--- src/common/adcq_params.svh ---
`ifndef ADCQ_PARAMS_SVH
`define ADCQ_PARAMS_SVH

// Register byte offsets
`define OFS_PORTA_DATA   8'h00
`define OFS_PORTA_DIR    8'h04
`define OFS_PORTB_DATA   8'h08
`define OFS_Q1_CTRL      8'h0c
`define OFS_Q2_CTRL      8'h10
`define OFS_STATUS       8'h14
`define OFS_MASK         8'h18
`define OFS_Q1_LEN       8'h1c
`define OFS_Q2_LEN       8'h20
`define OFS_QSTATE       8'h24

// Queue control fields
`define QC_MODE_LSB      0
`define QC_RATE_LSB      4
`define QC_PAUSE_LSB     8
`define QC_GO_BIT        16

// Status bits
`define ST_Q1_DONE       0
`define ST_Q2_DONE       1
`define ST_Q1_OVR        2
`define ST_Q2_OVR        3
`define ST_Q2_PAUSE      4

// Periodic interval: 2^(7+rate) converter clocks, rate 0..10
`define PER_EXP_MIN      7
`define PER_RATE_MAX     4'ha

// Conversion length in CLK cycles and queue length reset value
`define CONV_CYCLES      8'h0e
`define QLEN_RESET       4'hf

`endif

--- src/common/adcq_pkg.sv ---
package adcq_pkg;
  typedef enum logic [2:0] {
    QM_OFF   = 3'h0,
    QM_SWCON = 3'h1,
    QM_RISE  = 3'h2,
    QM_FALL  = 3'h3,
    QM_PER   = 3'h4
  } qmode_t;

  typedef enum logic [3:0] {
    ST_IDLE  = 4'b0001,
    ST_RUN   = 4'b0010,
    ST_PAUSE = 4'b0100,
    ST_DONE  = 4'b1000
  } qstate_t;
endpackage

--- src/adc_queue_ctrl.sv ---
`include "adcq_params.svh"

// Operation
// - Port A bidirectional, per-bit direction register
// - Port A drivers only pull low
// - Inputs read pins; outputs read stored data
// - Port A reads pass a synchroniser
// - Port B eight input-only bits
// - Port B reads pass a synchroniser
// - Queue 1 always wins over queue 2
// - Selectable edge on trigger pin starts queue
// - Walk command words; next edge restarts
// - Periodic timer triggers queue 2 only
// - Interval two^7 to two^17 converter clocks
// - Timer expires, triggers, reloads, keeps counting
// - Pause waits for next trigger of its queue
// - After end, next trigger restarts queue
// - Trigger while running is an overrun
// - Completion raises enabled interrupt
module adc_queue_ctrl
  import adcq_pkg::*;
#(
  parameter int CONV_LEN = 14
) (
  input  wire logic        CLK,
  input  wire logic        RST_N,
  input  wire logic        CE,
  input  wire logic        PSEL,
  input  wire logic        PENABLE,
  input  wire logic        PWRITE,
  input  wire logic [7:0]  PADDR,
  input  wire logic [31:0] PWDATA,
  output logic      [31:0] PRDATA,
  output logic             PREADY,
  output logic             PSLVERR,
  input  wire logic [7:0]  PORTA_PINS_IN,
  output logic      [7:0]  PORTA_PINS_OUT,
  output logic      [7:0]  PORTA_PINS_OE,
  input  wire logic [7:0]  PORTB_PINS,
  input  wire logic [1:0]  TRIG_PINS,
  output logic      [1:0]  CMD_INDEX1,
  output logic      [3:0]  CMD_INDEX_Q1,
  output logic      [3:0]  CMD_INDEX_Q2,
  output logic             CONV_BUSY,
  output logic             IRQ
);

  ////////////////////////////////////////////////////////////////////////
  typedef struct packed {
    logic [7:0]  porta_data_reg;
    logic [7:0]  porta_direction_reg;
    logic [7:0]  pa_s1;
    logic [7:0]  pa_s2;
    logic [7:0]  pb_s1;
    logic [7:0]  pb_s2;
    logic [1:0]  tr_s1;
    logic [1:0]  tr_s2;
    logic [1:0]  tr_d;
    logic [16:0] q1_ctrl;
    logic [16:0] queue2_control_reg;
    logic [3:0]  q1_len;
    logic [3:0]  q2_len;
    logic [4:0]  status;
    logic [4:0]  mask;
    qstate_t     q1_st;
    qstate_t     q2_st;
    logic [3:0]  q1_ptr;
    logic [3:0]  q2_ptr;
    logic        active_q2;
    logic        busy;
    logic        ack;
    logic [7:0]  conv_cnt;
    logic [16:0] per_cnt;
    logic [31:0] rdata;
  } state_t;

  state_t s_reg, s_next;

  // Timer reload value, one less than the interval, for a rate code, saturated at the longest setting
  function automatic logic [16:0] per_reload(input logic [3:0] rate);
    logic [3:0] r;
    r = (rate > `PER_RATE_MAX) ? `PER_RATE_MAX : rate;
    per_reload = 17'((18'h1 << (`PER_EXP_MIN + r)) - 18'h1);
  endfunction

  function automatic qmode_t mode_of(input logic [16:0] c);
    mode_of = qmode_t'(c[`QC_MODE_LSB +: 3]);
  endfunction

  logic       acc;
  logic       wr;
  logic       rd;
  logic [4:0] ev;
  logic [1:0] edge_hit;
  logic       per_tick;
  logic [1:0] trig;
  logic       conv_end;
  logic [3:0] cur_ptr;
  logic       cur_pause;
  logic       cur_last;

  ////////////////////////////////////////////////////////////////////////
  always_comb begin
    s_next = s_reg;
    acc = PSEL && PENABLE;
    // One wait state, so registered read data stands at the ready edge
    wr = acc && PWRITE && s_reg.ack;
    rd = acc && !PWRITE && !s_reg.ack;
    ev = 5'h0;
    s_next.ack = acc && !s_reg.ack;

    s_next.pa_s1 = PORTA_PINS_IN;
    s_next.pa_s2 = s_reg.pa_s1;
    s_next.pb_s1 = PORTB_PINS;
    s_next.pb_s2 = s_reg.pb_s1;
    s_next.tr_s1 = TRIG_PINS;
    s_next.tr_s2 = s_reg.tr_s1;
    s_next.tr_d  = s_reg.tr_s2;

    // Edge detect on second synchroniser stage only
    for (int q = 0; q < 2; q++) begin
      edge_hit[q] = 1'b0;
    end
    edge_hit[0] = (mode_of(s_reg.q1_ctrl) == QM_RISE &&
                   s_reg.tr_s2[0] && !s_reg.tr_d[0]) ||
                  (mode_of(s_reg.q1_ctrl) == QM_FALL &&
                   !s_reg.tr_s2[0] && s_reg.tr_d[0]);
    edge_hit[1] = (mode_of(s_reg.queue2_control_reg) == QM_RISE &&
                   s_reg.tr_s2[1] && !s_reg.tr_d[1]) ||
                  (mode_of(s_reg.queue2_control_reg) == QM_FALL &&
                   !s_reg.tr_s2[1] && s_reg.tr_d[1]);

    // Periodic timer runs freely while queue 2 is in periodic mode
    per_tick = 1'b0;
    if (mode_of(s_reg.queue2_control_reg) == QM_PER) begin
      if (s_reg.per_cnt == 17'h0) begin
        per_tick = 1'b1;
        s_next.per_cnt =
          per_reload(s_reg.queue2_control_reg[`QC_RATE_LSB +: 4]);
      end else begin
        s_next.per_cnt = s_reg.per_cnt - 17'h1;
      end
    end else begin
      s_next.per_cnt =
        per_reload(s_reg.queue2_control_reg[`QC_RATE_LSB +: 4]);
    end

    // Software continuous mode re-triggers itself at the end or pause
    trig[0] = edge_hit[0] ||
              (mode_of(s_reg.q1_ctrl) == QM_SWCON &&
               s_reg.q1_ctrl[`QC_GO_BIT] && s_reg.q1_st != ST_RUN);
    trig[1] = edge_hit[1] || per_tick ||
              (mode_of(s_reg.queue2_control_reg) == QM_SWCON &&
               s_reg.queue2_control_reg[`QC_GO_BIT] &&
               s_reg.q2_st != ST_RUN);

    // Queue 1 and queue 2 triggers
    if (trig[0]) begin
      if (s_reg.q1_st == ST_RUN) begin
        ev[`ST_Q1_OVR] = 1'b1;
      end else begin
        if (s_reg.q1_st != ST_PAUSE) begin
          s_next.q1_ptr = 4'h0;
        end
        s_next.q1_st = ST_RUN;
      end
    end
    if (trig[1]) begin
      if (s_reg.q2_st == ST_RUN) begin
        ev[`ST_Q2_OVR] = 1'b1;
      end else begin
        if (s_reg.q2_st != ST_PAUSE) begin
          s_next.q2_ptr = 4'h0;
        end
        s_next.q2_st = ST_RUN;
      end
    end

    // Converter: one command word at a time, queue 1 first
    cur_ptr   = s_reg.active_q2 ? s_reg.q2_ptr : s_reg.q1_ptr;
    cur_pause = s_reg.active_q2 ?
                s_reg.queue2_control_reg[`QC_PAUSE_LSB + cur_ptr[2:0]] :
                s_reg.q1_ctrl[`QC_PAUSE_LSB + cur_ptr[2:0]];
    cur_last  = cur_ptr == (s_reg.active_q2 ? s_reg.q2_len : s_reg.q1_len);
    conv_end  = s_reg.busy && s_reg.conv_cnt == 8'h0;
    if (s_reg.busy) begin
      s_next.conv_cnt = s_reg.conv_cnt - 8'h1;
    end
    if (conv_end) begin
      s_next.busy = 1'b0;
      if (s_reg.active_q2) begin
        s_next.q2_ptr = s_reg.q2_ptr + 4'h1;
        if (cur_last) begin
          s_next.q2_st = ST_DONE;
          ev[`ST_Q2_DONE] = 1'b1;
        end else if (cur_pause) begin
          s_next.q2_st = ST_PAUSE;
          ev[`ST_Q2_PAUSE] = 1'b1;
        end
      end else begin
        s_next.q1_ptr = s_reg.q1_ptr + 4'h1;
        if (cur_last) begin
          s_next.q1_st = ST_DONE;
          ev[`ST_Q1_DONE] = 1'b1;
        end else if (cur_pause) begin
          s_next.q1_st = ST_PAUSE;
        end
      end
    end else if (!s_reg.busy) begin
      // Queue 2 starts only when queue 1 is not running
      if (s_reg.q1_st == ST_RUN) begin
        s_next.busy = 1'b1;
        s_next.active_q2 = 1'b0;
        s_next.conv_cnt = 8'(CONV_LEN - 1);
      end else if (s_reg.q2_st == ST_RUN && !trig[0]) begin
        s_next.busy = 1'b1;
        s_next.active_q2 = 1'b1;
        s_next.conv_cnt = 8'(CONV_LEN - 1);
      end
    end

    s_next.status = s_reg.status | ev;

    // Register writes
    if (wr) begin
      unique case (PADDR)
        `OFS_PORTA_DATA: s_next.porta_data_reg = PWDATA[7:0];
        `OFS_PORTA_DIR:  s_next.porta_direction_reg = PWDATA[7:0];
        `OFS_Q1_CTRL:    s_next.q1_ctrl = PWDATA[16:0];
        `OFS_Q2_CTRL: begin
          s_next.queue2_control_reg = PWDATA[16:0];
          s_next.per_cnt = per_reload(PWDATA[`QC_RATE_LSB +: 4]);
        end
        `OFS_MASK:       s_next.mask = PWDATA[4:0];
        `OFS_Q1_LEN:     s_next.q1_len = PWDATA[3:0];
        `OFS_Q2_LEN:     s_next.q2_len = PWDATA[3:0];
        default: ;
      endcase
      if (PADDR == `OFS_Q1_CTRL && mode_of(PWDATA[16:0]) == QM_OFF) begin
        s_next.q1_st = ST_IDLE;
      end
      if (PADDR == `OFS_Q2_CTRL && mode_of(PWDATA[16:0]) == QM_OFF) begin
        s_next.q2_st = ST_IDLE;
      end
    end

    // Register reads; a status read clears only bits seen set
    if (rd) begin
      unique case (PADDR)
        `OFS_PORTA_DATA: s_next.rdata = {24'h0,
          (s_reg.porta_direction_reg & s_reg.porta_data_reg) |
          (~s_reg.porta_direction_reg & s_reg.pa_s2)};
        `OFS_PORTA_DIR:  s_next.rdata = {24'h0, s_reg.porta_direction_reg};
        `OFS_PORTB_DATA: s_next.rdata = {24'h0, s_reg.pb_s2};
        `OFS_Q1_CTRL:    s_next.rdata = {15'h0, s_reg.q1_ctrl};
        `OFS_Q2_CTRL:    s_next.rdata = {15'h0, s_reg.queue2_control_reg};
        `OFS_STATUS: begin
          s_next.rdata = {27'h0, s_reg.status};
          // Set wins: an event in the clearing cycle survives
          s_next.status = ev;
        end
        `OFS_MASK:       s_next.rdata = {27'h0, s_reg.mask};
        `OFS_Q1_LEN:     s_next.rdata = {28'h0, s_reg.q1_len};
        `OFS_Q2_LEN:     s_next.rdata = {28'h0, s_reg.q2_len};
        `OFS_QSTATE:     s_next.rdata = {16'h0, s_reg.q2_ptr, s_reg.q1_ptr,
                                         s_reg.q2_st, s_reg.q1_st};
        default:         s_next.rdata = 32'h0;
      endcase
    end
  end

  ////////////////////////////////////////////////////////////////////////
  always_ff @(posedge CLK or negedge RST_N) begin
    if (!RST_N) begin
      s_reg <= '{q1_st: ST_IDLE, q2_st: ST_IDLE,
                 q1_len: `QLEN_RESET, q2_len: `QLEN_RESET,
                 per_cnt: 17'h7f, default: '0};
    end else if (CE) begin
      s_reg <= s_next;
    end
  end

  ////////////////////////////////////////////////////////////////////////
  assign PREADY  = s_reg.ack;
  assign PRDATA  = s_reg.rdata;
  assign PSLVERR = 1'b0;
  // Open drain: only ever drive low, enable where output and data zero
  assign PORTA_PINS_OUT = 8'h00;
  assign PORTA_PINS_OE  = s_reg.porta_direction_reg &
                          ~s_reg.porta_data_reg;
  assign CMD_INDEX1   = {s_reg.busy && s_reg.active_q2,
                         s_reg.busy && !s_reg.active_q2};
  assign CMD_INDEX_Q1 = s_reg.q1_ptr;
  assign CMD_INDEX_Q2 = s_reg.q2_ptr;
  assign CONV_BUSY    = s_reg.busy;
  assign IRQ = |(s_reg.status & s_reg.mask);

endmodule

--- config.mk ---
export PLATFORM = sky130hd
export DESIGN_NAME = adc_queue_ctrl
export DESIGN_NICKNAME = d
export VERILOG_FILES = /design/src/common/adcq_pkg.sv /design/src/adc_queue_ctrl.sv
export VERILOG_INCLUDE_DIRS = /design/src /design/src/common
export SDC_FILE = /design/constraint.sdc
export NUM_CORES = 1
export LEC_CHECK = 0
export ABC_AREA = 1
export BUFFER_PORTS_ARGS = -buffer_cell sky130_fd_sc_hd__buf_2
export CAP_MARGIN = 20
export CORE_MARGIN = 3
export CORE_UTILIZATION = 43
export CTS_CLUSTER_DIAMETER = 60
export CTS_CLUSTER_SIZE = 10
export DETAILED_ROUTE_END_ITERATION = 8
export HOLD_SLACK_MARGIN = 0.06
export PLACE_DENSITY_LB_ADDON = 0.15
export REMOVE_ABC_BUFFERS = 1
export SETUP_SLACK_MARGIN = 0.15
export SYNTH_ARGS = -nofsm -noshare
export SYNTH_HDL_FRONTEND = slang
export SYNTH_SLANG_ARGS = --single-unit
--- constraint.sdc ---
create_clock -name CLK -period 1.7 [get_ports CLK]
set_clock_uncertainty 0.1 [all_clocks]
set_input_delay 0.17 -clock CLK [delete_from_list [all_inputs] [get_ports CLK]]
set_output_delay 0.17 -clock CLK [all_outputs]
set_load 0.02 [all_outputs]
== Yosys cells after proc, flatten, opt, wreduce, memory -nomap -nowiden ==
Index checks and enable logic that the tools add are counted.

* Register bits: 182
* Input bits: 64
* Logic and storage cells: 185

* $add $sub $neg: 9
* Magnitude comparators: 3
* Equal/unequal tests: 23
* Shifts and indexed selects: 2
* Multiplexer cells: 61
* Bitwise operators: 10
* Reductions and logical operators: 52

{| class="wikitable"
|+ Operators by type and width
! kind !! count
|-
| 17-bit one-hot mux with 10 select lines || 1
|-
| 4-bit 2-to-1 mux || 24
|-
| 17-bit 2-to-1 mux || 4
|-
| 17-bit by 1-bit subtractor with 17-bit output (second input constant) || 3
|-
| 8-bit 2-to-1 mux || 6
|-
| 1-bit by 5-bit << shifter with 17-bit output (first input constant) || 2
|-
| 8-bit by 5-bit equality test with 1-bit output (second input constant) || 4
|-
| 8-bit bitwise AND || 3
|-
| 1-bit logical AND || 24
|-
| 3-bit AND reduction || 7
|-
| 1-bit 2-to-1 mux || 18
|-
| 17-bit logical NOT || 1
|-
| 8-bit by 4-bit equality test with 1-bit output (second input constant) || 2
|-
| 8-bit by 6-bit equality test with 1-bit output (second input constant) || 2
|-
| 8-bit logical NOT || 2
|-
| 16-bit 2-to-1 mux || 1
|-
| 8-bit inverter || 2
|-
| 3-bit by 2-bit equality test with 1-bit output (second input constant) || 4
|-
| 3-bit by 4-bit adder with 5-bit output (first input constant) || 2
|-
| 1-bit binary-select mux with 5-bit select || 2
|-
| 5-bit 2-to-1 mux || 2
|-
| 4-bit by 1-bit adder with 4-bit output (second input constant) || 2
|-
| 4-bit by 2-bit equality test with 1-bit output (second input constant) || 2
|-
| 8-bit by 3-bit equality test with 1-bit output (second input constant) || 1
|-
| 21 further kinds || 39
|}

== Logic depth before layout (Yosys ltp) ==
Gate-level depths: netlist (run 1).

* Word-level depth: 13
* Depth in mapped cells: 13

== Worst setup path before layout (run 1) ==
Ideal clock, no wire load.

* Path type: register to register
* From: register s_reg[32] (netlist bit)
* To: register s_reg[46] (netlist bit)
* Library setup time: 0.124 ns
* Arrival: 1.611 ns
* Required time: 1.476 ns
* Setup slack: -0.136 ns
* Stages on the path, launching flop included: 10
* Clock period less this slack: 1.836 ns
* Cells stage by stage: dfstp_2 -> inv_1 -> ha_1 -> nand3_1 -> nor3_2 -> nand4_1 -> nand2_2 -> or2_2 -> nand3_1 -> nand3_1

* Cells in the longest elaborated chain, start to end: 5
* Elaborated cells between the ends (all ways): 6
* Classes of those cells: add/sub: 1; mux: 4; reduce/logical: 1

{| class="wikitable"
|+ RTL lines
! what !! RTL line !! source
|-
| start: declaration || adc_queue_ctrl.sv:77 || <nowiki>state_t s_reg, s_next;</nowiki>
|-
| start signal: assignment || adc_queue_ctrl.sv:275 || <nowiki>s_reg <= '{q1_st: ST_IDLE, q2_st: ST_IDLE,</nowiki>
|-
| start signal: assignment || adc_queue_ctrl.sv:279 || <nowiki>s_reg <= s_next;</nowiki>
|-
| 17-bit by 1-bit subtractor with 17-bit output or 17-bit logical NOT (tied branches) || adc_queue_ctrl.sv:141, adc_queue_ctrl.sv:136 ||
|-
| 17-bit 2-to-1 mux * || adc_queue_ctrl.sv:136 || <nowiki>if (s_reg.per_cnt == 17'h0) begin</nowiki>
|-
| 17-bit 2-to-1 mux * || adc_queue_ctrl.sv:135 || <nowiki>if (mode_of(s_reg.queue2_control_reg) == QM_PER) begin</nowiki>
|-
| 17-bit 2-to-1 mux || adc_queue_ctrl.sv:226 || <nowiki>unique case (PADDR)</nowiki>
|-
| 17-bit 2-to-1 mux * || adc_queue_ctrl.sv:225 || <nowiki>if (wr) begin</nowiki>
|}

Mark *: on every way between the ends. The rest lies on a longest branch, timed or not.
A chain may end at the register's enable or synchronous reset.

== Final worst setup path (run 1) ==
* From: register s_reg[59] (netlist bit)
* To: register s_reg[75] (netlist bit)

* Cells in the longest elaborated chain, start to end: 11
* Elaborated cells between the ends (all ways): 15
* Classes of those cells: add/sub: 1; eq/ne: 1; mux: 13

{| class="wikitable"
|+ RTL lines
! what !! RTL line !! source
|-
| 4-bit 2-to-1 mux || adc_queue_ctrl.sv:180 || <nowiki>cur_ptr = s_reg.active_q2 ? s_reg.q2_ptr : s_reg.q1_ptr;</nowiki>
|-
| 4-bit by 3-bit adder with 5-bit output (no line) || - ||
|-
| 1-bit binary-select mux with 5-bit select, on equally long branches || adc_queue_ctrl.sv:183, adc_queue_ctrl.sv:182 ||
|-
| 1-bit 2-to-1 mux, on equally long branches || adc_queue_ctrl.sv:183, adc_queue_ctrl.sv:182 ||
|-
| 1-bit 2-to-1 mux || adc_queue_ctrl.sv:181 || <nowiki>cur_pause = s_reg.active_q2 ?</nowiki>
|-
| 4-bit 2-to-1 mux || adc_queue_ctrl.sv:205 || <nowiki>end else if (cur_pause) begin</nowiki>
|-
| 4-bit 2-to-1 mux || adc_queue_ctrl.sv:202 || <nowiki>if (cur_last) begin</nowiki>
|-
| 4-bit 2-to-1 mux * || adc_queue_ctrl.sv:191 || <nowiki>if (s_reg.active_q2) begin</nowiki>
|-
| 16-bit 2-to-1 mux * || adc_queue_ctrl.sv:189 || <nowiki>if (conv_end) begin</nowiki>
|-
| 4-bit 2-to-1 mux || adc_queue_ctrl.sv:239 || <nowiki>if (PADDR == `OFS_Q1_CTRL && mode_of(PWDATA[16:0]) == QM_OFF) begin</nowiki>
|-
| 8-bit 2-to-1 mux * || adc_queue_ctrl.sv:225 ||
|}

Mark *: on every way between the ends. The rest lies on a longest branch, timed or not. The select of a mux whose other input is x is not followed.

==> impl_results.md, run 1 <==
- Pwr dens: 920 nW/µm²
- Final worst setup slack: -152 ps
- RSZ-0062 raised after global routing: true
- Sequential area share after synthesis: 0.457
- DRC Markers: 0
- Drt first-iter violations: 602
- Most common cell in the netlist: nand2_1
- Grt ovf: 0
- Vias in the first global route: 9097
- CP max stage cell: dfrtp_2
- Mapped cell area: 9190 µm²
- Clk_lat worst skew: 440 ps
- Max-slew headroom: 0.663
- Clock period minus worst slack: 1850 ps
- Synthesis-to-finish area growth: 52.0%
- Die Y-Extent: 152 µm
- Crit Path Class: register to register
- Vias per cell: 5.15
- GRT Total Usage: 0.253
- Yosys warns: 0
- Rows: 52
- Routability cong.: 0.926
- Largest register FFs: 120
- CP max stage delay: 480 ps
- Die Area: 23200 µm²
- Distinct cell type count after synthesis: 46
- Post-Syn Instances: 1223
- Layout fillers: 1663
- Final Max Slew Viols: 0
- # setup viols final: 89
- Hold Path Class: primary input to register
- Post-route ant nets: 0
- Static Leak: 6.77 nW
- Area share of the largest cell type after synthesis: 0.409
- # diodes: 0
- Die width: 152 µm
- Ys async rst share: 1.00
- Syn_area_per_cell: 7.51 µm²
- Cell taking the most area after synthesis: dfrtp_1
- Largest net degree at the start of global routing: 81
- Ys flop type: dfrtp_1
- WL/cell: 16.6 µm
- CTS H-tree depth: 4
- Port Buffer Count: 86
- Core Area: 20600 µm²
- Worst VDD drop: 658 µV
- DP Cell Count: 1685
- Maxcap violations: 0
- Crit path cell chain: buf_6 > o21ai_4 > nand3_2 > nand2_2 > nand2_4 > nand2_4 > nand4_4 > nand2_1 > nand2_1 > nand2_1 > nand2_1
- Worst Tran Pin Value: 504 ps
- EDFF count, synth: 0
- Clk buf depth: 2
- Synth top cells by count: nand2_1 (354), dfrtp_1 (150), inv_1 (140), o21ai_0 (130), nand3_1 (86)
- Endpoints failing hold: 0
- HPWL Detailed: 20400 µm
- Cell area after layout: 14000 µm²
- DP Area: 10800 µm²
- Min Hold Slack: 90.2 ps
- Initial Util: 0.445
- Via count: 9356
- Drt first pass iters: 5
- Synth top area cells: dfrtp_1 (41%), nand2_1 (14%), o21ai_0 (7.1%)
- Worst slack, placed: -236 ps
- Share of layout cells above drive strength 1: 0.412
- Setup crit end kind: register
- Tcrit/Tclk final: 1.09
- CTS tree: done
- Antenna violations before repair: 0
- NumNets Final: 1603
- I/O pin cnt: 126
- Setup crit start kind: register
- #FFs+latches synth: 167
- CP required: 1930 ps
- Clock sink count: 167
- Final Non-Filler Cells: 1815
- First-pass GRT wire length: 47700 µm
- CP most frequent cell: nand2_1
- Status: finished with violations
- Total wire length: 30100 µm
- Achievable frequency: 540 MHz
- Root buffer cell: clkbuf_16
- Crit Path Max Fanout: 7
- Violated checks: negative setup slack
- Clk slew on worst S/H paths: 70 ps
- Worst path arrival time: 2080 ps
- Finished Core Util: 0.677
- Total CTS buffers: 17
[critical path, delay by kind of cell, from the launching register on]
family                 cells  cell delay, ps
AO/OA/AOI/OAI              1             260
buffers and inverters      1             180
AND/OR/NAND/NOR            9             710
flip-flops                 1             480
[final timing paths]
path                             start     endpoint  slack, ps  cells after the start
max                          s_reg[59]    s_reg[75]       -150                     11
min                          PWDATA[6]   s_reg[180]         90                      4
max reg2reg                  s_reg[59]    s_reg[75]       -150                     11
min reg2reg                s_next[157]  s_next[157]        380                      2
max in group asynchronous        RST_N  s_next[135]        730                      3
min in group asynchronous        RST_N   s_reg[136]        190                      3
[power by group]
group	switching (mW)	leakage (nW)	internal, mW
Sequential	0.285	2.04	4.30
Clock	1.91	0.297	2.11
Combinational	2.30	4.43	1.92
[placed cells by master (no fill, tap or decap), types with 8 or more instances in the layout]
cell type and instances:
nand2_1 254, buf_4 166, dfrtp_1 149, inv_1 118
buf_2 75, nand2_2 70, nor2_1 54, o21ai_0 54
nand3_1 49, o21ai_1 48, o21ai_2 38, dlygate4sd3_1 37
buf_6 34, nand2_4 31, a21oi_1 29, conb_1 28
nand3_2 26, inv_2 21, clkbuf_16 19, nor2_4 17
dfstp_2 17, nor2_2 15, nand4_1 15, buf_12 15
nand3_4 14, o22ai_1 14, nor3_1 13, xor2_1 12
buf_8 12, a21oi_2 8, o211ai_1 8
[area by class of cell]
cell class	instances	area, µm²	area share
repair buffers	343	2950	0.211
well taps	270	338	0.0242
inverters	146	577	0.0413
multi-input cells	857	5300	0.380
clock inverters	15	175	0.0125
clock buffers	17	425	0.0305
flip-flops and latches	167	4200	0.301
[per-layer routing]
metal / track usage / routed length [µm] / up-vias
li1: - / - / 4529
met2: 0.413 / 14600 / 263
met3: 0.0426 / 1470 / 34
met1: 0.350 / 13400 / 4530
met5: 0 / 0 / -
met4: 0.0693 / 538 / 0
[kinds of logic after synthesis]
group / after synthesis / synth area share
AOI/OAI and AO/OA: 224 / 0.131
xor gates and xnor gates: 19 / 0.0181
adders and majority gates: 7 / 0.00953
buffers and inverters: 226 / 0.115
DFF: 167 / 0.457
muxes: 1 / 0.00109
other: 2 / 0.000818
and+or+nand+nor: 577 / 0.266
[metrics by stage]
stage,total power [mW],TNS (ps)
2_1_floorplan,5.91,-12660
3_3_place_gp,7.17,-5380
5_1_grt,13.4,-17410
3_5_place_dp,7.23,-8550
6_report,12.8,-6040
4_1_cts,12.1,-5460
[what timing repair did]
action,in CTS,in global routing
cloned,5,2
endpoints found under the hold margin,215,0
resized for setup,286,228
pin swaps,60,62
hold buffers,38,0
buffers inserted,29,24
endpoints found under the setup margin,113,137
(Power assumes the default switching activity.)
==> run 2: changes to the inputs <==
Settings changed: ABC_AREA 1 to unset, CORE_UTILIZATION 43 to 50.
==> run 2 against run 1 <==
  * Utilization grew 9.3 points
  * Hold slack gained 2.2 ps
  * Cell area shrank 3.3%
  * The run still ends with negative setup slack left
  * Critical endpoint is now s_reg[44]
==> impl_results.md, run 2 <==
- CP required: 1920 ps (about the same)
- First-pass GRT wire length: 45300 µm (-5.1%)
- CTS H-tree depth: 4 (unchanged)
- Vias in the first global route: 8336 (-8.4%)
- GRT Total Usage: 0.292 (+0.0392)
- Core Area: 17500 µm² (-15%)
- Clk slew on worst S/H paths: 70 ps (about the same)
- Crit Path Class: register to register
- CP startpoint: s_reg[32]
- Max-slew headroom: 0.443 (-0.220)
- Crit path cell chain: inv_1 > ha_4 > or4b_4 > nor4b_4 > a21boi_4 > buf_6 > a221o_1 > a21oi_2 > o2bb2ai_1
- Clock sink count: 167 (unchanged)
- Commonest cells after routing, fill and taps aside: buf_4 (181), dfrtp_1 (147), buf_2 (80)
- Achievable frequency: 411 MHz (-24%)
- Largest net degree at the start of global routing: 46 (-43%)
- EDFF count, synth: 0 (unchanged)
- Pwr dens: 869 nW/µm² (-5.5%)
- #FFs+latches synth: 167 (unchanged)
- WL/cell: 21.3 µm (+28%)
- Port Buffer Count: 86 (unchanged)
- HPWL Detailed: 18500 µm (-9.3%)
- P_int: 8.13 mW (-2.5%)
- Ys flop type: dfrtp_1
- HP Start: PWDATA[5]
- Syn_area_per_cell: 10.5 µm² (+40%)
- Sequential share of power: 0.390 (+0.033)
- Static Leak: 6.23 nW (-8.0%)
- Clk buf depth: 2 (unchanged)
- Worst slack, placed: -882 ps (-647 ps)
- Largest register FFs: 120 (unchanged)
- Die Y-Extent: 141 µm (-7.5%)
- Clk_lat worst skew: 440 ps (about the same)
- Most common cell after layout, fill and taps aside: buf_4
- CP max stage delay: 490 ps (about the same)
- Ys async rst share: 1.00 (unchanged)
- Crit Path Max Fanout: 8 (+1)
- Setup crit start kind: register
- Vias per cell: 5.92 (+15%)
- Share of layout cells above drive strength 1: 0.515 (+0.103)
- Worst path arrival time: 2650 ps (+570 ps)
- Die width: 141 µm (-7.5%)
- Synth top cells by count: dfrtp_1 (150), mux2_2 (106), nand2_1 (74), o21ai_0 (61), buf_4 (49)
- Synth top area cells: dfrtp_1 (41%), mux2_2 (13%), dfstp_2 (4.9%)
- NumNets Final: 1250 (-22%)
- CP max stage cell: or4b_4
- Area share of the largest cell type after synthesis: 0.413 (+0.00473)
- Worst VDD drop: 772 µV (+17%)
- Initial Util: 0.518 (+0.0724)
- Drt first pass iters: 6 (+1)
- CTS tree: done
- Cell taking the most area after synthesis: dfrtp_1
- Violated checks: negative setup slack
- Total wire length: 30200 µm (+0.28%)
- Die Area: 19800 µm² (-14%)
- TNS Setup: -23310 ps (-17270 ps)
- Finished Core Util: 0.770 (+0.0927)
- Final worst setup slack: -731 ps (-578 ps)
- Clock period minus worst slack: 2430 ps (+578 ps)
- Synthesis-to-finish area growth: 48.6%
- Routability cong.: 0.929 (+0.32%)
- Psw: 3.60 mW (-20%)
- Sw frac: 0.307 (-0.0434)
- Most common cell in the netlist: dfrtp_1
- I/O pin cnt: 126 (unchanged)
- Pwr Total: 11.7 mW (-8.6%)
- Endpoints failing hold: 0 (unchanged)
- Hold Path Class: primary input to register
- RSZ-0062 raised after global routing: true
- Yosys warns: 0 (unchanged)
- # diodes: 0 (unchanged)
- Final Max Slew Viols: 0 (unchanged)
- Sequential area share after synthesis: 0.463 (+0.00529)
- Grt ovf: 0 (unchanged)
- Gate power share: 0.265 (-0.064)
- Drt first-iter violations: 944 (+57%)
- Mapped cell area: 9080 µm² (-1.1%)
- # setup viols final: 80 (-10%)
- Reg-to-reg critical path startpoint: s_reg[32]
- Via count: 8384 (-10%)
- Total CTS buffers: 17 (unchanged)
- Status: finished with violations
- DRC Markers: 0 (unchanged)
- Worst Tran Pin Value: 833 ps (+329 ps)
- Post-route ant nets: 0 (unchanged)
- Distinct cell type count after synthesis: 72 (+57%)
- Clk pwr share: 0.345 (+0.031)
- Rows: 48 (-7.7%)
- Tcrit/Tclk final: 1.43 (+0.340)
- Antenna violations before repair: 0 (unchanged)
- Setup crit end kind: register
- Maxcap violations: 0 (unchanged)
- Post-Syn Instances: 862 (-30%)
- Root buffer cell: clkbuf_16
-- run 2: cell types whose count changed in the layout (fill, tap and decap cells not counted), sizes merged, moves of 19 or more --
| cell | change |
|---|---|
| nand3 | -67 |
| nor2 | -50 |
| buf | +25 |
| inv | -135 |
| nand2 | -285 |
| mux2 | +106 |
| o21ai | -83 |
| a22o | +19 |
-- run 2: power groups by stage --
stage | logic (mW) | registers [mW] | clock network, mW
2_1_floorplan | 0.930 | 4.71 | 0
3_3_place_gp | 2.21 | 4.58 | 0
3_5_place_dp | 2.24 | 4.59 | 0
4_1_cts | 2.78 | 4.55 | 4.05
5_1_grt | 3.31 | 4.60 | 4.22
6_report | 3.11 | 4.57 | 4.05
-- run 2: metrics by stage --
step	instances	hold slack, ps	area, µm²
after floorplan	797	-226	8640
after global placement	1299	18.2	10900
after detailed placement	1299	12.5	10900
after CTS	1404	68.2	13000
after global routing	1417	113	13500
final	1417	92.4	13500
-- run 2: cell families after synthesis --
group,count (synthesis),share of synthesized area
AND/OR/NAND/NOR,238,0.138
adder cells (fa/ha/maj),7,0.00964
AO/OA/AOI/OAI,193,0.144
multiplexers,124,0.155
flip-flops,167,0.463
other,2,0.000827
XOR/XNOR,27,0.0260
buffers and inverters,104,0.0645
-- run 2: repair_timing --
| action | 4_1_cts | 5_1_grt |
|---|---|---|
| hold buffers | 34 | 0 |
| gates resized for setup | 227 | 80 |
| setup endpoints to repair | 124 | 133 |
| setup buffers | 35 | 11 |
| cloned | 4 | 2 |
| pin swaps | 64 | 40 |
| hold endpoints to repair | 221 | 0 |
-- run 2: per-layer routing --
metal / part of all wire / GRT usage / wire length (µm)
met4: 0.030 / 0.105 / 897
met1: 0.41 / 0.385 / 12300
met2: 0.49 / 0.483 / 14900
met5: 0 / 0 / 0
met3: 0.068 / 0.0546 / 2060
-- run 2: final cells by class --
class,instances,area (µm²)
Sequential cell,167,4200
Timing Repair Buffer,363,3060
Multi-Input combinational cell,617,5300
Clock inverter,14,164
Clock buffer,18,439
Fill cell,1060,4040
Tap cell,225,282
Inverter,13,48.8
-- run 2: worst max-delay path: cells and delay by family, from the launching register on --
kind                     cells  cell delay [ps]
AO/OA/AOI/OAI                4              600
adder cells (fa/ha/maj)      1              130
buffers and inverters        2              250
flip-flops                   1              370
AND/OR/NAND/NOR              2              860
-- run 2: path summary, 6_finish.rpt --
check / end / slack (ps) / cells after the start
worst max-delay path: s_reg[44] / -730 / 9
min in group asynchronous: s_reg[39] / 120 / 2
worst max register to register: s_reg[44] / -730 / 9
worst min register to register: PRDATA[14] / 370 / 2
worst min-delay path: s_reg[179] / 90 / 2
max in group asynchronous: s_reg[136] / 780 / 3
==> run 3: changes to the inputs <==
Settings changed: GPL_TIMING_DRIVEN set to 0.
==> run 3 against run 2 <==
  * The run still ends with negative setup slack left
  * Clock power increased by 2%
  * Final cell count decreased by 10%
  * First-iteration DRC count decreased by 29%
  * Utilization decreased by 6.6 points
  * Hold slack got worse by 19 ps
  * Sequential share of layout area increased by 3.0 points
  * Critical endpoint is now CMD_INDEX_Q2[1]
  * Worst setup slack improved by 24 ps
  * Non-clock buffer count decreased by 149
  * Combinational power decreased by 23%
  * Largest power group unchanged
  * Sequential power increased by 5.3%
==> impl_results.md, run 3 (synthesized netlist as in run 2, its figures left out) <==
- Worst path arrival time: 2640 ps (about the same)
- HPWL Detailed: 15800 µm (-14%)
- Vias in the first global route: 7606 (-8.8%)
- Die Area: 19800 µm² (unchanged)
- HP Start: CE
- Initial Util: 0.518 (unchanged)
- RSZ-0062 raised after global routing: true
- Total CTS buffers: 17 (unchanged)
- Routability cong.: 0.897 (-3.5%)
- Clock sink count: 167 (unchanged)
- Final Max Slew Viols: 0 (unchanged)
- # setup viols final: 108 (+35%)
- Clk slew on worst S/H paths: 70 ps (about the same)
- Endpoints failing hold: 0 (unchanged)
- Met3 wire len: 2070 µm (about the same)
- CP required: 1930 ps (about the same)
- CTS H-tree depth: 4 (unchanged)
- Pwr dens: 919 nW/µm² (+5.7%)
- Top sig layer: met4
- Grt ovf: 0 (unchanged)
- Achievable frequency: 416 MHz (+1.0%)
- Synthesis-to-finish area growth: 35.8%
- Setup crit end kind: register
- FF-to-FF setup slack: -710 ps (+20 ps)
- Finished Core Util: 0.703 (-0.0664)
- Hold Path Cell Cnt: 4 (+2)
- Share of layout cells above drive strength 1: 0.450 (-0.0653)
- Antenna violations before repair: 2 (+2)
- Setup crit start kind: register
- Hold Path Sink: CMD_INDEX_Q1[2]
- Die width: 141 µm (unchanged)
- Crit Path Max Fanout: 4 (-4)
- Total wire length: 27800 µm (-8.0%)
- Clk_lat worst skew: 440 ps (about the same)
- I/O pin cnt: 126 (unchanged)
- Rows: 48 (unchanged)
- NumNets Final: 1103 (-12%)
- Maxcap violations: 0 (unchanged)
- Tcrit/Tclk final: 1.42 (-0.0142)
- GRT Total Usage: 0.270 (-0.0218)
- Die Y-Extent: 141 µm (unchanged)
- Reg2Reg Depth: 10 (+1)
- Drt first-iter violations: 668 (-29%)
- Worst Tran Pin Value: 697 ps (-136 ps)
- Detail Route met2 WL: 13300 µm (-11%)
- Core Area: 17500 µm² (unchanged)
- Port Buffer Count: 86 (unchanged)
- Clk buf depth: 2 (unchanged)
- Worst VDD drop: 763 µV (-1.2%)
- DRC Markers: 0 (unchanged)
- WL/cell: 21.8 µm (+2.5%)
- First-pass GRT wire length: 41800 µm (-7.6%)
- Clock period minus worst slack: 2410 ps (-24.2 ps)
- TNS Setup: -35340 ps (-12020 ps)
- Violated checks: negative setup slack
- Via count: 7673 (-8.5%)
- Post-route ant nets: 0 (unchanged)
- Hold Path Class: primary input to register
- Commonest cells after routing, fill and taps aside: dfrtp_1 (141), buf_2 (77), mux2_2 (71)
- Largest register FFs: 120 (unchanged)
- Root buffer cell: clkbuf_16
- Reg-to-reg critical path startpoint: s_reg[33]
- Static Leak: 5.47 nW (-12%)
- Largest net degree at the start of global routing: 109 (+140%)
- Drt first pass iters: 6 (unchanged)
- Met1 Wirelength: 11500 µm (-6.2%)
- CTS tree: done
- Max-slew headroom: 0.533 (+0.0899)
- Layout fillers: 1256 (+18%)
- FF-to-FF End: CMD_INDEX_Q2[1]
- Most common cell after layout, fill and taps aside: dfrtp_1
- Final worst setup slack: -707 ps (+24.2 ps)
- Crit Path Class: register to register
- Vias per cell: 6.03 (+2.0%)
- Status: finished with violations
-- run 3: changes by cell type in the layout (fill, tap and decap cells not counted), sizes merged --
cell / change
buf: -152
clkinv: -3
a21boi: +2
bufbuf: +2
diode: +2
dlygate4sd3: +2
bufinv: +1
clkbuf: -1
clkinvlp: +1
inv: +1
-- run 3: worst max-delay path by stage --
stage                         start               to  slack (ps)  cells after the start
after floorplan            PADDR[5]       s_reg[100]       -1230                      3
after global placement           CE        s_reg[45]       -3650                      7
after detailed placement   PADDR[2]        PRDATA[0]       -1440                      7
after CTS                 s_reg[33]  CMD_INDEX_Q2[1]        -730                     10
after global routing      s_reg[33]  CMD_INDEX_Q2[1]        -800                     10
final                     s_reg[33]  CMD_INDEX_Q2[1]        -710                     10
-- run 3: critical path: stages (launching register included) --
cell	delay [ps]
dfstp_2	370
inv_2	70
ha_4	130
or4b_4	490
nor4b_4	230
buf_6	160
buf_6	100
and3_4	180
o32a_1	170
o21ai_2	80
a32o_1	210
-- run 3: area by class of cell --
cell class | instances | area (µm²) | share of cell area
timing repair buffer | 214 | 1890 | 0.153
antenna | 2 | 5.00 | 0.000406
sequential | 167 | 4210 | 0.341
inverter | 13 | 48.8 | 0.00396
multi-input combinational | 619 | 5280 | 0.428
clock inverter | 14 | 185 | 0.0150
clock buffer | 18 | 429 | 0.0348
tap | 225 | 282 | 0.0228
-- run 3: routing by layer --
| metal | track usage | vias up |
|---|---|---|
| met5 | 0 | - |
| met4 | 0.108 | 0 |
| met3 | 0.0716 | 61 |
| met2 | 0.424 | 309 |
| met1 | 0.359 | 3845 |
| li1 | - | 3458 |
-- run 3: report_power, final --
group,switching (mW),internal (mW)
clock,1.77,2.35
sequential,0.474,4.33
combinational,1.22,1.19
total,3.46,7.87
-- run 3: timing repair --
item                       CTS  global route
hold endpoints to repair   129             0
buffers inserted            56            23
setup endpoints to repair  133           132
hold buffers                36             0
gates resized for setup    166           126
pin swaps                   45            47
gates cloned                 6             2
-- run 3: per-stage QoR --
stage / hold WS, ps / worst slack, ps / instance area (µm²) / cells / total power, mW
final: 73.4 / -707 / 12300 / 1272 / 11.3
after global routing: 98.2 / -797 / 12300 / 1272 / 11.8
after CTS: 62.4 / -729 / 11700 / 1245 / 10.9
after floorplan: -226 / -1230 / 8640 / 797 / 5.64
after detailed placement: 42.0 / -1440 / 9500 / 1115 / 6.28
after global placement: 301 / -3650 / 9350 / 1108 / 6.23
